File: config.mk
export PLATFORM = sky130hd
export DESIGN_NAME = adc_conv_ctrl
export DESIGN_NICKNAME = d
export VERILOG_FILES = /design/src/core/adc_ctrl_pkg.sv /design/src/core/adc_conv_ctrl.sv
export SDC_FILE = /design/constraint.sdc
export NUM_CORES = 1
export LEC_CHECK = 0
export BUFFER_PORTS_ARGS = -buffer_cell sky130_fd_sc_hd__buf_2
export CORE_UTILIZATION = 47
export DETAILED_ROUTE_END_ITERATION = 8
export MAX_ROUTING_LAYER = met4
export PLACE_DENSITY = 0.77
export RECOVER_POWER = 25
export SYNTH_ARGS = -nofsm -noshare
export SYNTH_HDL_FRONTEND = slang
export SYNTH_SLANG_ARGS = --single-unit
File: constraint.sdc
create_clock -name clk -period 2.47 [get_ports clk]
set_clock_uncertainty 0.2 [all_clocks]
set_input_delay 0.494 -clock clk [delete_from_list [all_inputs] [get_ports clk]]
set_output_delay 0.494 -clock clk [all_outputs]
set_load 0.05 [all_outputs]
File: src/core/adc_ctrl_pkg.sv
// constants, types and field layout for the converter control block
// ============================================================
package adc_ctrl_pkg;

    // ============================================================
    // register indices; byte address is four times the index
    localparam logic [7:0] IDX_IRQ_FLAGS = 8'h0C;
    localparam logic [7:0] IDX_RESULT_HIGH = 8'h1E;
    localparam logic [7:0] IDX_CONTROL_MAIN = 8'h1F;
    localparam logic [7:0] IDX_IRQ_ENABLES = 8'h8C;
    localparam logic [7:0] IDX_RESULT_LOW = 8'h9E;
    localparam logic [7:0] IDX_PORT_CONFIG = 8'h9F;
    localparam int unsigned BUS_ADDR_W = 10;
    localparam int unsigned BUS_IDX_LSB = 2;

    // ============================================================
    // field positions and reset values
    localparam int unsigned CM_CLKSEL_LSB = 6;
    localparam int unsigned CM_CHAN_LSB = 3;
    localparam int unsigned CM_GO_BIT = 2;
    localparam int unsigned CM_POWER_BIT = 0;
    localparam int unsigned IRQ_DONE_BIT = 6;
    localparam int unsigned PC_JUSTIFY_BIT = 7;
    localparam int unsigned PC_ANALOG_LSB = 0;
    localparam logic [7:0] CONTROL_MAIN_RST = 8'h00;
    localparam logic [7:0] PORT_CONFIG_RST = 8'h00;
    localparam logic [7:0] IRQ_REG_RST = 8'h00;

    // ============================================================
    // widths and timing
    localparam int unsigned RESULT_W = 10;
    localparam int unsigned CHAN_W = 3;
    localparam int unsigned ANALOG_CFG_W = 4;
    localparam int unsigned DIV_W = 5;
    localparam int unsigned CONV_DIV2 = 2;
    localparam int unsigned CONV_DIV8 = 8;
    localparam int unsigned CONV_DIV32 = 32;
    localparam int unsigned OSC_PER_INSTR = 4; // oscillator periods per instruction cycle
    localparam int unsigned RC_DELAY_CLKS = OSC_PER_INSTR;

    // ============================================================
    // types
    typedef enum logic [1:0] {
        CLK_DIV2 = 2'b00,
        CLK_DIV8 = 2'b01,
        CLK_DIV32 = 2'b10,
        CLK_RC = 2'b11
    } clk_sel_t;

    typedef enum logic [1:0] {
        ST_IDLE = 2'b00,
        ST_DELAY = 2'b01,
        ST_CONV = 2'b11
    } conv_state_t;

    // commands to the analog core
    typedef struct packed {
        logic power;
        logic start;
        logic abort;
        logic tick;
        logic [CHAN_W-1:0] channel;
    } conv_ctrl_t;

    // pin and reference configuration
    typedef struct packed {
        logic justify;
        logic [ANALOG_CFG_W-1:0] analog_cfg;
    } port_cfg_t;

endpackage

File: src/core/adc_conv_ctrl.sv
// converter control: registers, clock select, sequencing, sleep and interrupt
//
// The Avalon-MM register port is this design's own decision.
`timescale 1ns/10ps
module adc_conv_ctrl
    import adc_ctrl_pkg::*;
#(
    parameter int unsigned NUM_CHANNELS = 8
) (
    input wire logic clk,
    input wire logic nrst,
    input wire logic ce,
    // avalon-mm slave, byte address
    input wire logic [BUS_ADDR_W-1:0] address,
    input wire logic read,
    input wire logic write,
    input wire logic [3:0] byteenable,
    input wire logic [31:0] writedata,
    output logic [31:0] readdata,
    output logic waitrequest,
    // core state and analog side
    input wire logic sleep_i,
    input wire logic rc_osc_i,
    input wire logic conv_done_i,
    input wire logic [RESULT_W-1:0] conv_data_i,
    output conv_ctrl_t conv_ctrl,
    output port_cfg_t port_cfg,
    output logic wake,
    output logic irq
);

    // ============================================================
    // elaboration check: only the two package variants exist
    if (NUM_CHANNELS != 5 && NUM_CHANNELS != 8) begin : g_bad_channels
        $error("NUM_CHANNELS must be 5 or 8");
    end

    // ============================================================
    // state
    clk_sel_t clksel_q;
    logic [CHAN_W-1:0] chan_q;
    logic go_q;
    logic power_q;
    logic justify_q;
    logic [ANALOG_CFG_W-1:0] analog_cfg_q;
    logic flag_q;
    logic enable_q;
    logic [RESULT_W-1:0] result_q;
    conv_state_t state_q;
    logic [DIV_W-1:0] div_cnt_q;
    logic [DIV_W-1:0] delay_cnt_q;
    logic rc_sync1_q;
    logic rc_sync2_q;
    logic rc_prev_q;
    logic waitrequest_q;
    logic [31:0] readdata_q;
    conv_ctrl_t conv_ctrl_q;
    logic wake_q;
    logic irq_q;

    // ============================================================
    // bus decode
    logic [7:0] idx;
    logic req;
    logic wr_take;
    logic wr_ctrl;
    logic rc_mode;
    logic sleep_block;
    logic done_evt;
    logic abort_cond;
    logic launch;
    logic [DIV_W-1:0] div_limit;
    logic rc_edge;
    logic [7:0] rd_byte;

    assign idx = address[BUS_IDX_LSB +: 8];
    assign req = read | write;
    assign wr_take = write & ~waitrequest_q & byteenable[0];
    assign wr_ctrl = wr_take & (idx == IDX_CONTROL_MAIN);
    assign rc_mode = (clksel_q == CLK_RC);
    assign sleep_block = sleep_i & ~rc_mode;
    assign done_evt = (state_q == ST_CONV) & conv_done_i;
    assign abort_cond = ~power_q | ~go_q | sleep_block;
    assign launch = (state_q == ST_IDLE) & go_q & power_q & ~sleep_block;
    assign rc_edge = rc_sync2_q & ~rc_prev_q;

    // divider terminal count for the selected clock
    always_comb begin
        unique case (clksel_q)
            CLK_DIV2: div_limit = DIV_W'(CONV_DIV2 - 1);
            CLK_DIV8: div_limit = DIV_W'(CONV_DIV8 - 1);
            CLK_DIV32: div_limit = DIV_W'(CONV_DIV32 - 1);
            CLK_RC: div_limit = '0;
        endcase
    end

    // read mux; result bytes formatted by the justify bit
    always_comb begin
        rd_byte = 8'h00;
        unique case (idx)
            IDX_IRQ_FLAGS: rd_byte[IRQ_DONE_BIT] = flag_q;
            IDX_IRQ_ENABLES: rd_byte[IRQ_DONE_BIT] = enable_q;
            IDX_CONTROL_MAIN: begin
                rd_byte[CM_CLKSEL_LSB +: 2] = clksel_q;
                rd_byte[CM_CHAN_LSB +: CHAN_W] = chan_q;
                rd_byte[CM_GO_BIT] = go_q;
                rd_byte[CM_POWER_BIT] = power_q; // bit one stays zero
            end
            IDX_PORT_CONFIG: begin
                rd_byte[PC_JUSTIFY_BIT] = justify_q;
                rd_byte[PC_ANALOG_LSB +: ANALOG_CFG_W] = analog_cfg_q;
            end
            IDX_RESULT_HIGH: rd_byte = justify_q ? {6'h00, result_q[9:8]} : result_q[9:2];
            IDX_RESULT_LOW: rd_byte = justify_q ? result_q[7:0] : {result_q[1:0], 6'h00};
            default: rd_byte = 8'h00;
        endcase
    end

    // ============================================================
    // bus handshake: one wait cycle, then answer
    always_ff @(posedge clk) begin
        if (!nrst) begin
            waitrequest_q <= 1'b1;
            readdata_q <= 32'h0000_0000;
        end else if (ce) begin
            if (req && waitrequest_q) begin
                waitrequest_q <= 1'b0;
                readdata_q <= read ? {24'h00_0000, rd_byte} : 32'h0000_0000;
            end else begin
                waitrequest_q <= 1'b1;
            end
        end
    end

    // ============================================================
    // main control register; go cleared by hardware
    always_ff @(posedge clk) begin
        if (!nrst) begin
            clksel_q <= clk_sel_t'(CONTROL_MAIN_RST[CM_CLKSEL_LSB +: 2]);
            chan_q <= CONTROL_MAIN_RST[CM_CHAN_LSB +: CHAN_W];
            go_q <= CONTROL_MAIN_RST[CM_GO_BIT];
            power_q <= CONTROL_MAIN_RST[CM_POWER_BIT];
        end else if (ce) begin
            if ((state_q != ST_IDLE && abort_cond) || done_evt) begin
                go_q <= 1'b0;
            end
            if (wr_ctrl) begin
                clksel_q <= clk_sel_t'(writedata[CM_CLKSEL_LSB +: 2]);
                chan_q <= writedata[CM_CHAN_LSB +: CHAN_W];
                go_q <= writedata[CM_GO_BIT] & writedata[CM_POWER_BIT];
                power_q <= writedata[CM_POWER_BIT];
            end
        end
    end

    // port configuration register
    always_ff @(posedge clk) begin
        if (!nrst) begin
            justify_q <= PORT_CONFIG_RST[PC_JUSTIFY_BIT];
            analog_cfg_q <= PORT_CONFIG_RST[PC_ANALOG_LSB +: ANALOG_CFG_W]; // all pins analog
        end else if (ce && wr_take && idx == IDX_PORT_CONFIG) begin
            justify_q <= writedata[PC_JUSTIFY_BIT];
            analog_cfg_q <= writedata[PC_ANALOG_LSB +: ANALOG_CFG_W];
        end
    end

    // interrupt flag (write one clears, set wins) and enable
    always_ff @(posedge clk) begin
        if (!nrst) begin
            flag_q <= IRQ_REG_RST[IRQ_DONE_BIT];
            enable_q <= IRQ_REG_RST[IRQ_DONE_BIT];
        end else if (ce) begin
            if (done_evt) begin
                flag_q <= 1'b1;
            end else if (wr_take && idx == IDX_IRQ_FLAGS && writedata[IRQ_DONE_BIT]) begin
                flag_q <= 1'b0;
            end
            if (wr_take && idx == IDX_IRQ_ENABLES) begin
                enable_q <= writedata[IRQ_DONE_BIT];
            end
        end
    end

    // result holds across every reset
    always_ff @(posedge clk) begin
        if (ce && done_evt) begin
            result_q <= conv_data_i;
        end
    end

    // ============================================================
    // rc oscillator synchroniser
    always_ff @(posedge clk) begin
        if (!nrst) begin
            rc_sync1_q <= 1'b0;
            rc_sync2_q <= 1'b0;
            rc_prev_q <= 1'b0;
        end else if (ce) begin
            rc_sync1_q <= rc_osc_i;
            rc_sync2_q <= rc_sync1_q;
            rc_prev_q <= rc_sync2_q;
        end
    end

    // conversion sequencer
    always_ff @(posedge clk) begin
        if (!nrst) begin
            state_q <= ST_IDLE;
            delay_cnt_q <= '0;
        end else if (ce) begin
            unique case (state_q)
                ST_IDLE: begin
                    delay_cnt_q <= '0;
                    if (launch) begin
                        state_q <= rc_mode ? ST_DELAY : ST_CONV;
                    end
                end
                ST_DELAY: begin
                    delay_cnt_q <= delay_cnt_q + 1'b1;
                    if (abort_cond) begin
                        state_q <= ST_IDLE;
                    end else if (delay_cnt_q == DIV_W'(RC_DELAY_CLKS - 1)) begin
                        state_q <= ST_CONV;
                    end
                end
                ST_CONV: begin
                    if (abort_cond || conv_done_i) begin
                        state_q <= ST_IDLE;
                    end
                end
                default: state_q <= ST_IDLE;
            endcase
        end
    end

    // conversion clock divider, runs only while converting
    always_ff @(posedge clk) begin
        if (!nrst) begin
            div_cnt_q <= '0;
        end else if (ce) begin
            if (state_q != ST_CONV || div_cnt_q == div_limit) begin
                div_cnt_q <= '0;
            end else begin
                div_cnt_q <= div_cnt_q + 1'b1;
            end
        end
    end

    // ============================================================
    // analog commands
    always_ff @(posedge clk) begin
        if (!nrst) begin
            conv_ctrl_q <= '0;
        end else if (ce) begin
            conv_ctrl_q.power <= power_q & ~sleep_block;
            conv_ctrl_q.channel <= chan_q;
            conv_ctrl_q.start <= (launch && !rc_mode) ||
                (state_q == ST_DELAY && !abort_cond && delay_cnt_q == DIV_W'(RC_DELAY_CLKS - 1));
            conv_ctrl_q.abort <= (state_q != ST_IDLE) && abort_cond;
            conv_ctrl_q.tick <= (state_q == ST_CONV) &&
                (rc_mode ? rc_edge : (div_cnt_q == div_limit));
        end
    end

    // wake and interrupt outputs
    always_ff @(posedge clk) begin
        if (!nrst) begin
            wake_q <= 1'b0;
            irq_q <= 1'b0;
        end else if (ce) begin
            wake_q <= done_evt & sleep_i & enable_q;
            irq_q <= flag_q & enable_q;
        end
    end

    assign readdata = readdata_q;
    assign waitrequest = waitrequest_q;
    assign conv_ctrl = conv_ctrl_q;
    assign port_cfg = '{justify: justify_q, analog_cfg: analog_cfg_q};
    assign wake = wake_q;
    assign irq = irq_q;
endmodule

==> reports/results.ini <==
[outcome]
outcome=complete, no violations

[sta]
worstMarginPinSlew_ps=1290
fmaxAchievable_ghz=0.461
setup_viol=0
post-route-min-period_ps=2170
rsz0062_at_grt=no
max_slew_margin_pct=13.7
fin_crit_sh_pct=87.9
slew_violations=0
hold_violations=0
fin_setup_tns_ps=0

[global_routing]
grt_pass1_vias=2248
overflow=0
grt_pass1_wl_mm=10.6
grt_max_degree=31
grt.total_usage_pct=22.7
antenna_found_initial=0

[die]
start_util_pct=50.2
die_width_um=79.9
rows=27
pin_count=111
dieArea_um2=6380
die_y_um=79.9
fp.coreArea_um2=5680

[drt]
route.detailed.vias_per_inst=5.53
antenna_left=0
drt-initial-drc-count=184
routed_wl_mm=6.41
via_count=2493
wl_per_cell_um=14.2
drc_errors=0
dr.pass1.iters=4

[clock_network]
clk_latency_ps=340
h-tree-depth=3
post_cts_buffers=0
cts_root_buf=clkbuf_8
cts_sinks=57
cts_tree=yes
numCtsBuffers=9
clkTransAtPathRegs_ps=60
cts.path.max_buffers=2
postCtsHoldBufs=0
cts_resized=0

[final_layout]
mostFrequentLayoutCell=buf_2
syn2layout_area_growth_pct=14.4
final_cell_mix=buf_2, dfxtp_1, nand2_1
finalInstanceArea_um2=3260
final_nets=443
antenna_cells=0
drive_gt1_share_pct=19.8

[critical_path]
worst-endpoint-arrival_ps=2210
max_stage_delay_ps=400
startpoint=clksel_q[0]
critPathMaxFanout=4
cp-end-kind=register
r2r-start=clksel_q[0]
critPathLaunchType=register
crit_end=div_cnt_q[0]
critPathRequiredTime_ps=2510
ff2ff_setup_slack_ps=300
ff2ff_path_depth=6
crit_type=reg2reg
crit_chain=inv_1, ha_1, or3b_1, a222oi_1, nor2_1, mux2_2
r2r-end=div_cnt_q[0]
crit_slowest_cell=a222oi_1

[yosys]
synth_edf_count=10
synth.yosys.seq_area_share_pct=43.5
yosysTopAreaCell=dfxtp_1
yosysUniqueCellTypes=55
postSynthCellCount=318
synth.avg_cell_area_um2=8.96
ys_warn_count=0
yosysTopAreaCellShare_pct=33.0
synth_area_leaders=dfxtp_1, edfxtp_1, buf_4, mux2i_1, nand2_1
syn_area_um2=2850
ys.flop_type=dfxtp_1
synth_seq_cells=57
async_flop_share_pct=0

[place]
gp_congestion=0.886
io_buffers=57
hpwl_mm=4.70
placed_area_um2=3100

[power]
power.density_nw_per_um2=586
vdd_ir_drop_max_v=0.000391
power_mw=1.91
p_leak_nw=1.41

[job]
cap_violations=0

[hold_path]
hp-class=in2reg
hold_depth=1

-- Yosys cell counts (4+ instances only) --
| cell | number |
|---|---|
| dfxtp_1 | 47 |
| nand2_1 | 29 |
| nor2_1 | 28 |
| buf_4 | 25 |
| a21oi_1 | 21 |
| mux2i_1 | 17 |
| nand3_1 | 13 |
| nand4_1 | 12 |
| o21ai_0 | 11 |
| edfxtp_1 | 10 |
| clkbuf_1 | 9 |
| inv_1 | 8 |
| nor3_1 | 8 |
| and3_1 | 7 |
| nand2b_1 | 6 |
| buf_2 | 4 |
| ha_1 | 4 |
| nand3b_1 | 4 |
| nor2b_1 | 4 |
-- logic make-up (layout without fill, tap and decap cells) --
group | after synthesis | in the layout | synth area share [%]
adders and majority gates | 4 | 4 | 1.76
muxes | 18 | 18 | 6.37
buffers and inverters | 46 | 84 | 9.53
AOI/OAI and AO/OA | 61 | 61 | 14.1
xor gates and xnor gates | 6 | 6 | 1.84
DFF | 57 | 57 | 43.5
and+or+nand+nor | 125 | 125 | 22.7
other | 1 | 24 | 0.132
-- metal layers --
metal / global-route usage, % / wire length (um) / up-vias
met4: 9.11 / 76 / 0
met2: 32.4 / 2810 / 97
met1: 29.7 / 3070 / 1164
li1: - / - / 1225
met3: 7.31 / 459 / 7
met5: - / 0 / -
-- worst min path at each step --
stage                   to  slack [ps]      startpoint
2_1_floorplan    chan_q[0]         250       chan_q[0]
3_3_place_gp   readdata[5]         240     readdata[5]
3_5_place_dp   readdata[4]         250     readdata[4]
4_1_cts        result_q[1]         110  conv_data_i[1]
5_1_grt        result_q[3]         100  conv_data_i[3]
6_report       result_q[1]         120  conv_data_i[1]
-- final cells by class --
| cell class | instances | area (um^2) |
|---|---|---|
| Timing Repair Buffer | 61 | 309 |
| Fill cell | 516 | 2410 |
| Sequential cell | 57 | 1240 |
| Tap cell | 72 | 90.1 |
| Inverter | 8 | 30.0 |
| Multi-Input combinational cell | 238 | 1420 |
| Clock buffer | 15 | 166 |
-- critical path: cells and delay by family, from the launching register on --
| kind | cells | cell delay [ps] |
|---|---|---|
| fa+ha+maj | 1 | 280 |
| compound gates | 1 | 400 |
| flops | 1 | 370 |
| mux | 1 | 270 |
| buf+inv | 1 | 60 |
| simple gates | 2 | 480 |
-- where the power goes --
part	internal (mW)	leakage (nW)	switching, mW	total (mW)
clock network	0.415	0.0838	0.349	0.764
logic	0.0426	0.858	0.153	0.195
registers	0.948	0.469	0.00328	0.951
total	1.41	1.41	0.505	1.91
-- through the flow --
step           util (%)  hold WS, ps  worst slack [ps]  cells
3_3_place_gp       54.6          240               332    436
3_5_place_dp       54.6          250               273    436
2_1_floorplan         -          248               421    341
5_1_grt            57.5          105               168    451
6_report           57.5          122               300    451
4_1_cts            57.6          113               297    451
-- flip-flops by register name, indices dropped and copies added (netlist names), 2 cells and up --
name          count
result_q         10
readdata          8
conv_ctrl         7
delay_cnt_q       5
div_cnt_q         5
analog_cfg_q      4
chan_q            3
clksel_q          2
state_q           2
Power figures use the tool's default switching activity.
